$ cat config.mk
export PLATFORM = sky130hd
export DESIGN_NAME = pulse_counter_config_logic
export DESIGN_NICKNAME = d
export VERILOG_FILES = /design/src/design/pulse_counter_pkg.sv /design/src/design/enc_link_if.sv /design/src/design/tick_divider.sv /design/src/design/quad_decoder.sv /design/src/design/pulse_counter_config_logic.sv
export SDC_FILE = /design/constraint.sdc
export NUM_CORES = 1
export LEC_CHECK = 0
export ABC_AREA = 1
export BUFFER_PORTS_ARGS = -buffer_cell sky130_fd_sc_hd__buf_2
export CORE_AREA = 2 2 119 168
export CTS_CLUSTER_SIZE = 16
export DETAILED_ROUTE_END_ITERATION = 8
export DIE_AREA = 0 0 121 170
export PLACE_DENSITY_LB_ADDON = 0.08
export SETUP_SLACK_MARGIN = 0.05
export SLEW_MARGIN = 20
export SYNTH_ARGS = -nofsm -noshare
export SYNTH_HDL_FRONTEND = slang
export SYNTH_SLANG_ARGS = --single-unit
$ cat constraint.sdc
create_clock -name aclk -period 5.7 [get_ports aclk]
set_input_delay 1.14 -clock aclk [delete_from_list [all_inputs] [get_ports aclk]]
set_output_delay 1.14 -clock aclk [all_outputs]
set_load 0.01 [all_outputs]
$ cat src/design/pulse_counter_pkg.sv
// Package: register map, field positions, reset values and timing constants
package pulse_counter_pkg;
   // ==========================================================
   // Register indices (byte address = 4 * index)
   localparam int REG_CNT_HI = 0;
   localparam int REG_CNT_LO = 1;
   localparam int REG_PERIOD = 2;
   localparam int REG_CMP_HI = 3;
   localparam int REG_CMP_LO = 4;
   localparam int REG_CTRL = 5;
   localparam int REG_INCFG = 6;
   localparam int REG_INLVL = 7;
   localparam int REG_INT_STAT = 8;
   localparam int REG_INT_MASK = 9;
   localparam int REG_LAST = 9;
   // ==========================================================
   // Field positions
   localparam int CTRL_CMP_IRQ_EN = 11;
   localparam int CTRL_TIMER_MODE = 13;
   localparam int CTRL_CLR_ON_IRQ = 14;
   localparam int INCFG_Z_NEG = 11;
   localparam int EV_CMP = 0;
   localparam int EV_PERIOD = 1;
   localparam int EV_MARKER = 2;
   localparam int EV_W = 3;
   // ==========================================================
   // Reset values
   localparam logic [15:0] REG_RESET = 16'h0000;
   localparam logic [1:0] RESP_OKAY = 2'h0;
   localparam logic [1:0] RESP_SLVERR = 2'h2;
   // ==========================================================
   // Timing: rates in Hz, cycle counts derived from the 100 MHz clock
   localparam int CLK_HZ = 100_000_000;
   localparam int TIMER_CLK_HZ = 250_000;
   localparam int PERIODIC_HZ = 200_000;
   localparam int TIMER_CLK_CYC = CLK_HZ / TIMER_CLK_HZ;
   localparam int PERIODIC_CYC = CLK_HZ / PERIODIC_HZ;
endpackage

$ cat src/design/enc_link_if.sv
// Interface: decoded encoder events from the decoder to the counter core
interface enc_link_if;
   logic up;
   logic down;
   logic marker;
   logic [2:0] level;
   modport src (output up, output down, output marker, output level);
   modport dst (input up, input down, input marker, input level);
endinterface

$ cat src/design/tick_divider.sv
// Module: divides the clock into a one-cycle enable pulse every DIV cycles
module tick_divider #(
   parameter int DIV = 400
) (
   // Clock and reset
   input wire logic aclk,
   input wire logic aresetn,
   // Enable pulse
   output logic tick
);
   localparam int W = (DIV > 1) ? $clog2(DIV) : 1;
   localparam logic [W-1:0] LAST = W'(DIV - 1);

   logic [W-1:0] cnt;
   wire wrap = (cnt == LAST);

   // ==========================================================
   // Free-running count; tick marks the wrap
   always_ff @(posedge aclk) begin
      if (!aresetn) begin
         cnt <= '0;
         tick <= 1'b0;
      end else begin
         cnt <= wrap ? '0 : cnt + 1'b1;
         tick <= wrap;
      end
   end
endmodule

$ cat src/design/quad_decoder.sv
// Module: synchronises encoder pins and decodes quadrature steps and marker
module quad_decoder (
   // Clock and reset
   input wire logic aclk,
   input wire logic aresetn,
   // Pins, asynchronous to aclk
   input wire logic phase_a,
   input wire logic phase_b,
   input wire logic marker_pin,
   // Marker polarity, 1 = active low
   input wire logic z_neg,
   // Decoded events
   enc_link_if.src link
);
   logic [2:0] sync1;
   logic [2:0] sync2;
   logic [1:0] ab_q;
   logic z_q;

   // Forward order of {b,a}: 00 01 11 10
   wire [1:0] ab = sync2[1:0];
   wire [3:0] tr = {ab_q, ab};
   wire fwd = (tr == 4'h1) | (tr == 4'h7) | (tr == 4'hE) | (tr == 4'h8);
   wire rev = (tr == 4'h2) | (tr == 4'hB) | (tr == 4'hD) | (tr == 4'h4);
   wire z_act = sync2[2] ^ z_neg;

   // ==========================================================
   // Two-stage synchroniser, then edge decode at full clock rate
   // Every edge is seen at 100 MHz, far beyond the 150 kHz input limit
   always_ff @(posedge aclk) begin
      if (!aresetn) begin
         sync1 <= 3'h0;
         sync2 <= 3'h0;
         ab_q <= 2'h0;
         z_q <= 1'b0;
      end else begin
         sync1 <= {marker_pin, phase_b, phase_a};
         sync2 <= sync1;
         ab_q <= ab;
         z_q <= z_act;
      end
   end

   // ==========================================================
   // Outputs to the counter core
   assign link.up = fwd;
   assign link.down = rev;
   assign link.marker = z_act & ~z_q;
   assign link.level = sync2;
endmodule

$ cat src/design/pulse_counter_config_logic.sv
// Module: pulse counter core with comparator, timers and AXI4-Lite registers
//
// Decided for this implementation: the placing of the registers and the AXI4-Lite slave port.
module pulse_counter_config_logic
   import pulse_counter_pkg::*;
#(
   parameter int ADDR_W = 8,
   parameter int CNT_W = 24
) (
   // Clock and reset
   input wire logic aclk,
   input wire logic aresetn,
   // AXI4-Lite write address
   input wire logic [ADDR_W-1:0] s_axi_awaddr,
   input wire logic s_axi_awvalid,
   output logic s_axi_awready,
   // AXI4-Lite write data
   input wire logic [31:0] s_axi_wdata,
   input wire logic [3:0] s_axi_wstrb,
   input wire logic s_axi_wvalid,
   output logic s_axi_wready,
   // AXI4-Lite write response
   output logic [1:0] s_axi_bresp,
   output logic s_axi_bvalid,
   input wire logic s_axi_bready,
   // AXI4-Lite read address
   input wire logic [ADDR_W-1:0] s_axi_araddr,
   input wire logic s_axi_arvalid,
   output logic s_axi_arready,
   // AXI4-Lite read data
   output logic [31:0] s_axi_rdata,
   output logic [1:0] s_axi_rresp,
   output logic s_axi_rvalid,
   input wire logic s_axi_rready,
   // Encoder pins
   input wire logic phase_a,
   input wire logic phase_b,
   input wire logic marker_pin,
   // Interrupt
   output logic irq
);
   localparam int HI_W = CNT_W - 16;

   // ==========================================================
   // State
   logic [CNT_W-1:0] count;
   logic [HI_W-1:0] load_hi;
   logic [HI_W-1:0] cmp_hi;
   logic [15:0] cmp_lo;
   logic [15:0] period;
   logic [15:0] period_cnt;
   logic [15:0] ctrl;
   logic [15:0] incfg;
   logic [EV_W-1:0] int_stat;
   logic [EV_W-1:0] int_mask;
   logic cmp_arm_q;
   logic [ADDR_W-1:0] aw_addr;
   logic aw_have;
   logic [15:0] w_data;
   logic [1:0] w_be;
   logic w_have;

   enc_link_if link ();
   logic tick_timer;
   logic tick_period;

   // ==========================================================
   // Submodules: pin decoder and the two rate dividers
   quad_decoder u_dec (
      .aclk(aclk),
      .aresetn(aresetn),
      .phase_a(phase_a),
      .phase_b(phase_b),
      .marker_pin(marker_pin),
      .z_neg(incfg[INCFG_Z_NEG]),
      .link(link.src)
   );

   tick_divider #(.DIV(TIMER_CLK_CYC)) u_timer_clk (
      .aclk(aclk),
      .aresetn(aresetn),
      .tick(tick_timer)
   );

   tick_divider #(.DIV(PERIODIC_CYC)) u_periodic_clk (
      .aclk(aclk),
      .aresetn(aresetn),
      .tick(tick_period)
   );

   // ==========================================================
   // Write channel decode: address and data may arrive in either order
   wire aw_hs = s_axi_awvalid & s_axi_awready;
   wire w_hs = s_axi_wvalid & s_axi_wready;
   wire do_write = aw_have & w_have & ~s_axi_bvalid;
   wire [3:0] wr_idx = aw_addr[5:2];
   wire wr_hit = (aw_addr[ADDR_W-1:6] == '0) & (wr_idx <= 4'(REG_LAST));
   wire [15:0] be_mask = {{8{w_be[1]}}, {8{w_be[0]}}};
   wire wr_ok = do_write & wr_hit;
   wire wr_cnt_hi = wr_ok & (wr_idx == 4'(REG_CNT_HI));
   wire wr_cnt_lo = wr_ok & (wr_idx == 4'(REG_CNT_LO));
   wire wr_period = wr_ok & (wr_idx == 4'(REG_PERIOD));
   wire wr_cmp_hi = wr_ok & (wr_idx == 4'(REG_CMP_HI));
   wire wr_cmp_lo = wr_ok & (wr_idx == 4'(REG_CMP_LO));
   wire wr_ctrl = wr_ok & (wr_idx == 4'(REG_CTRL));
   wire wr_incfg = wr_ok & (wr_idx == 4'(REG_INCFG));
   wire wr_stat = wr_ok & (wr_idx == 4'(REG_INT_STAT));
   wire wr_mask = wr_ok & (wr_idx == 4'(REG_INT_MASK));

   // Byte-lane merge of the staged write word into a 16-bit register
   function automatic logic [15:0] merge(input logic [15:0] old, input logic [15:0] nw,
                                          input logic [15:0] m);
      merge = (old & ~m) | (nw & m);
   endfunction

   // ==========================================================
   // Events: compare, periodic scan and marker
   wire [CNT_W-1:0] cmp_val = {cmp_hi, cmp_lo};
   wire cmp_arm = (count == cmp_val) & ctrl[CTRL_CMP_IRQ_EN];
   wire ev_cmp = cmp_arm & ~cmp_arm_q;
   wire period_on = (period != 16'h0000);
   wire ev_period = tick_period & period_on & (period_cnt == period - 16'h0001);
   wire [EV_W-1:0] events = {link.marker, ev_period, ev_cmp};
   wire [EV_W-1:0] stat_clr = wr_stat ? (w_data[EV_W-1:0] & {EV_W{w_be[0]}}) : '0;
   // Set wins over a same-cycle clear
   wire [EV_W-1:0] next_int_stat = (int_stat & ~stat_clr) | events;
   wire raise = |(events & int_mask);

   // ==========================================================
   // Counter next value: software load, then clear on interrupt, then count
   // Timer mode ignores the encoder and counts the 250 kHz enable
   wire timer_mode = ctrl[CTRL_TIMER_MODE];
   wire step_up = timer_mode ? tick_timer : link.up;
   wire step_dn = ~timer_mode & link.down;
   wire [15:0] load_lo = merge(count[15:0], w_data, be_mask);
   wire clr_irq = ctrl[CTRL_CLR_ON_IRQ] & raise;
   wire [CNT_W-1:0] next_count =
      wr_cnt_lo ? {load_hi, load_lo} :
      clr_irq ? '0 :
      step_up ? count + 1'b1 :
      step_dn ? count - 1'b1 :
      count;

   // ==========================================================
   // Counter, comparator and pending high byte of a counter load
   // A pair write must go high word first: the low word commits both
   always_ff @(posedge aclk) begin
      if (!aresetn) begin
         count <= '0;
         load_hi <= '0;
         cmp_hi <= '0;
         cmp_lo <= REG_RESET;
         cmp_arm_q <= 1'b0;
      end else begin
         count <= next_count;
         cmp_arm_q <= cmp_arm;
         if (wr_cnt_hi && w_be[0]) begin
            load_hi <= w_data[HI_W-1:0];
         end
         if (wr_cmp_hi && w_be[0]) begin
            cmp_hi <= w_data[HI_W-1:0];
         end
         if (wr_cmp_lo) begin
            cmp_lo <= merge(cmp_lo, w_data, be_mask);
         end
      end
   end

   // ==========================================================
   // Control, configuration and scan period registers
   always_ff @(posedge aclk) begin
      if (!aresetn) begin
         ctrl <= REG_RESET;
         incfg <= REG_RESET;
         period <= REG_RESET;
      end else begin
         if (wr_ctrl) begin
            ctrl <= merge(ctrl, w_data, be_mask);
         end
         if (wr_incfg) begin
            incfg <= merge(incfg, w_data, be_mask);
         end
         if (wr_period) begin
            period <= merge(period, w_data, be_mask);
         end
      end
   end

   // ==========================================================
   // Scan period counter in 200 kHz ticks; a new period restarts it
   always_ff @(posedge aclk) begin
      if (!aresetn) begin
         period_cnt <= REG_RESET;
      end else if (wr_period || ev_period || !period_on) begin
         period_cnt <= REG_RESET;
      end else if (tick_period) begin
         period_cnt <= period_cnt + 16'h0001;
      end
   end

   // ==========================================================
   // Interrupt status, mask and the registered level output
   // An unmasked status bit left set keeps the line high, so no new edge reaches software
   always_ff @(posedge aclk) begin
      if (!aresetn) begin
         int_stat <= '0;
         int_mask <= '0;
         irq <= 1'b0;
      end else begin
         int_stat <= next_int_stat;
         if (wr_mask && w_be[0]) begin
            int_mask <= w_data[EV_W-1:0];
         end
         irq <= |(next_int_stat & int_mask);
      end
   end

   // ==========================================================
   // Write channel handshakes and response
   always_ff @(posedge aclk) begin
      if (!aresetn) begin
         s_axi_awready <= 1'b0;
         s_axi_wready <= 1'b0;
         aw_have <= 1'b0;
         w_have <= 1'b0;
         aw_addr <= '0;
         w_data <= REG_RESET;
         w_be <= 2'h0;
         s_axi_bvalid <= 1'b0;
         s_axi_bresp <= RESP_OKAY;
      end else begin
         if (aw_hs) begin
            s_axi_awready <= 1'b0;
            aw_addr <= s_axi_awaddr;
            aw_have <= 1'b1;
         end else if (!aw_have && !s_axi_bvalid) begin
            s_axi_awready <= 1'b1;
         end
         if (w_hs) begin
            s_axi_wready <= 1'b0;
            w_data <= s_axi_wdata[15:0];
            w_be <= s_axi_wstrb[1:0];
            w_have <= 1'b1;
         end else if (!w_have && !s_axi_bvalid) begin
            s_axi_wready <= 1'b1;
         end
         if (do_write) begin
            aw_have <= 1'b0;
            w_have <= 1'b0;
            s_axi_bvalid <= 1'b1;
            s_axi_bresp <= wr_hit ? RESP_OKAY : RESP_SLVERR;
         end else if (s_axi_bready) begin
            s_axi_bvalid <= 1'b0;
         end
      end
   end

   // ==========================================================
   // Read selection; high words read the sign-extended top byte
   wire [3:0] rd_idx = s_axi_araddr[5:2];
   wire rd_hit = (s_axi_araddr[ADDR_W-1:6] == '0) & (rd_idx <= 4'(REG_LAST));
   wire [15:0] rd_word [0:REG_LAST];
   assign rd_word[REG_CNT_HI] = {{(16-HI_W){count[CNT_W-1]}}, count[CNT_W-1:16]};
   assign rd_word[REG_CNT_LO] = count[15:0];
   assign rd_word[REG_PERIOD] = period;
   assign rd_word[REG_CMP_HI] = {{(16-HI_W){cmp_hi[HI_W-1]}}, cmp_hi};
   assign rd_word[REG_CMP_LO] = cmp_lo;
   assign rd_word[REG_CTRL] = ctrl;
   assign rd_word[REG_INCFG] = incfg;
   assign rd_word[REG_INLVL] = {13'h0000, link.level};
   assign rd_word[REG_INT_STAT] = {{(16-EV_W){1'b0}}, int_stat};
   assign rd_word[REG_INT_MASK] = {{(16-EV_W){1'b0}}, int_mask};
   wire [15:0] rd_val = rd_hit ? rd_word[rd_idx] : 16'h0000;

   // ==========================================================
   // Read channel: one read under way, answer the cycle after the address
   always_ff @(posedge aclk) begin
      if (!aresetn) begin
         s_axi_arready <= 1'b0;
         s_axi_rvalid <= 1'b0;
         s_axi_rdata <= 32'h0000_0000;
         s_axi_rresp <= RESP_OKAY;
      end else begin
         if (s_axi_arvalid && s_axi_arready) begin
            s_axi_arready <= 1'b0;
            s_axi_rvalid <= 1'b1;
            s_axi_rdata <= {16'h0000, rd_val};
            s_axi_rresp <= rd_hit ? RESP_OKAY : RESP_SLVERR;
         end else begin
            if (s_axi_rvalid && s_axi_rready) begin
               s_axi_rvalid <= 1'b0;
            end
            if (!s_axi_rvalid) begin
               s_axi_arready <= 1'b1;
            end
         end
      end
   end
endmodule

==> results.tsv <==
stage	metric	value	unit
logic_synthesis	ys_ff_latch	206	
logic_synthesis	synth_top_family_by_area	simple AND/OR/NAND/NOR gates	
grt	grt_pass1_wl	50410	microns
placed_design	hpwl	24070	microns
placed_design	place_congestion	0.9532	
floorplanning	io_pins	104	
floorplanning	num_rows	60	
clock_network	cts.reportedPaths.clkPinSlew	60	ps
logic_synthesis	ys_top_cells_by_area	dfxtp_1 (37%), nand2_1 (10%), nor2_1 (7.6%)	
final_layout	synthToLayoutAreaGrowth	9.307	%
final_layout	area.sequential	0.004124	sq mm
grt	busiest_layer	met2	
sta	period_minus_slack	3368	ps
critical_path	worstPathMaxFanout	25	
grt	grt_max_degree	65	
logic_synthesis	synth-xor-area-share	4.276	%
logic_synthesis	synth_top_area_share	36.61	%
placed_design	port_buffers	63	
critical_path	start_kind	register	
power_and_ir_drop	power.density	312.8	mW/mm^2
sta	worst_slew_pin_slew	1124	ps
critical_path	path_class	register to register	
critical_path	worstPathRequired	6110	ps
logic_synthesis	ys_seq_area_share	36.61	%
routing	wire_per_inst	16.44	microns
grt	grt_usage	30.66	%
sta	timing.clock.skew	13.03	ps
critical_path	critPathArrivalTime	3780	ps
final_layout	drive_above_1_share	8.757	%
logic_synthesis	synthSimpleGateAreaFrac	27.67	%
sta	fin_tns_setup	0	ps
routing	via_per_inst	5.526	
logic_synthesis	yosysUniqueCellTypes	49	
clock_network	clk_latency	520	ps
clock_network	cts_tree	built	
critical_path	end_kind	register	
routing	drt_iter0_markers	828	
grt	use_met3	2.882	%
clock_network	cts_buffer_depth	3	
logic_synthesis	synth_adder_area_share	3.065	%
grt	gr-usage-met1	38.09	%
final_layout	layout.cells.non_filler	1938	
final_layout	nFillCells	1809	
clock_network	ctsResizeCount	0	
final_layout	n_antenna_cell	0	
sta	fmax	0.2969	GHz
floorplanning	core-area	0.01899	sq mm
logic_synthesis	synth_compound_area_share	18.78	%
floorplanning	dieHeight	170	microns
logic_synthesis	synth_area_per_cell	6.844	sq um
logic_synthesis	syn_area	0.01127	sq mm
power_and_ir_drop	p_leak	5.237	nW
sta	finalCritPeriodShare	59.09	%
logic_synthesis	syn_inst	1646	
grt	first_global_vias	9912	
power_and_ir_drop	vdd_drop_max	259.5	uV
clock_network	cts_max_level	1	
floorplanning	die-area	0.02057	sq mm
logic_synthesis	yosys_warnings	0	
routing	vias	10709	
min_path	hold_class	register to register	
final_layout	multi_input_area	0.006133	sq mm
sta	rsz0062_at_grt	false	
floorplanning	start_util	59.31	%
routing	routed_wirelength	31860	microns
clock_network	post-cts-setup-buffer-count	0	
sta	slew_headroom	24.69	%
clock_network	cts_made_buffers	22	
routing	dr.pass1.iters	6	
grt	antenna_found_initial	0	
routing	ant_nets	0	
logic_synthesis	synth_mux_area_share	0	%
status	status	finished clean	
grt	use_met2	55.06	%
grt	grt.overflow.total	0	
clock_network	clock-root-buffer	clkbuf_16	
flow_run	drv_cap	0	
placed_design	place_inst	1900	
sta	setup_viol	0	
final_layout	nNetsFinal	1765	
floorplanning	die_w	121	microns
sta	maxSlewViolCount	0	
routing	drc_errors	0	
logic_synthesis	synth_top_area_cell	dfxtp_1	
clock_network	postCtsHoldBufs	0	
clock_network	cts_sinks	206	
sta	hold_viol_final	0	
==> through the flow <==
step | hold WS, ps | power, mW | utilization (%) | setup WS (ps) | cell area [sq um]
floorplan | 390.5 | 2.234 | - | 2227 | 11330
CTS | 417.3 | 3.856 | 64.84 | 2347 | 12310
global placement | 399.1 | 2.429 | 61.03 | 2040 | 11590
global route | 445.3 | 4.044 | 64.84 | 2102 | 12310
finish | 418.5 | 3.852 | 64.84 | 2332 | 12310
detailed placement | 403.9 | 2.437 | 61.03 | 2012 | 11590
==> path summary, 6_finish.rpt <==
path	from	cells after the start	slack (ps)	end
worst max-delay path	register	17	2330	count[16]
worst min-delay path	u_dec.sync1[0]	2	420	u_dec.link.level[0]
worst max register to register	register	17	2330	count[16]
worst min register to register	u_dec.sync1[0]	2	420	u_dec.link.level[0]
==> where the power goes <==
part	leakage, nW	total, mW	switching (mW)	internal (mW)
registers	1.67	1.57	0.0801	1.49
logic	3.21	0.844	0.527	0.317
clock network	0.356	1.44	0.600	0.836
total	5.24	3.85	1.21	2.64
==> worst max-delay path: stages (launching register included) <==
cell,delay (ps)
dfxtp_1,290
inv_1,260
nand2_1,140
o221ai_2,150
buf_4,340
ha_1,260
nand2_1,80
nand2_1,70
o21ai_0,130
o21ai_1,410
a31oi_1,220
o21ai_0,320
nand2_1,130
nand2_1,100
xnor2_1,150
nor2_1,70
nor2_1,90
nor2_1,40
==> cell usage after synthesis (all sizes together) <==
library cell / n
conb: 1
nand3: 72
a31oi: 4
a41oi: 1
nor3b: 4
buf: 32
xnor2: 29
o221ai: 2
o311ai: 3
fa: 1
nand3b: 9
o31ai: 2
o21bai: 2
xor2: 26
dfxtp: 206
nor2: 243
nand2: 324
o21a: 2
clkbuf: 47
nor3: 23
o211ai: 12
clkinv: 1
or2: 10
o21ai: 142
ha: 26
a221oi: 7
nor4: 11
inv: 178
a21oi: 160
nand4: 22
a21o: 3
a211oi: 32
and2: 1
o2111ai: 7
o22ai: 1
==> layout make-up <==
cell class                      instances  area share (%)
Timing Repair Buffer                   68           2.865
Clock inverter                          6          0.5995
Multi-Input combinational cell       1199           49.81
Tap cell                              248           2.520
Inverter                              179           5.456
Sequential cell                       206           33.49
Clock buffer                           32           5.263
==> logic make-up after synthesis <==
group / after synthesis
and+or+nand+nor: 719
buffers and inverters: 258
other: 1
DFF: 206
adders and majority gates: 27
xor gates and xnor gates: 55
AOI/OAI and AO/OA: 380
==> cells in the final DEF (no fill, tap or decap), drive strengths merged, types with 7 or more instances in the layout <==
master,count
a211oi,32
a21oi,160
a221oi,7
buf,68
clkbuf,32
conb,18
dfxtp,206
ha,26
inv,179
nand2,324
nand3,72
nand3b,9
nand4,22
nor2,243
nor3,23
nor4,11
o2111ai,7
o211ai,12
o21ai,142
or2,10
xnor2,29
xor2,26
==> per-layer routing <==
metal  vias up  share of wire (%)
li1       5477                  -
met1      4852                 42
met2       320                 49
met3        60                5.2
met4         0                3.2
met5         -                  0
Note: power is estimated with default switching activity, not from simulation.
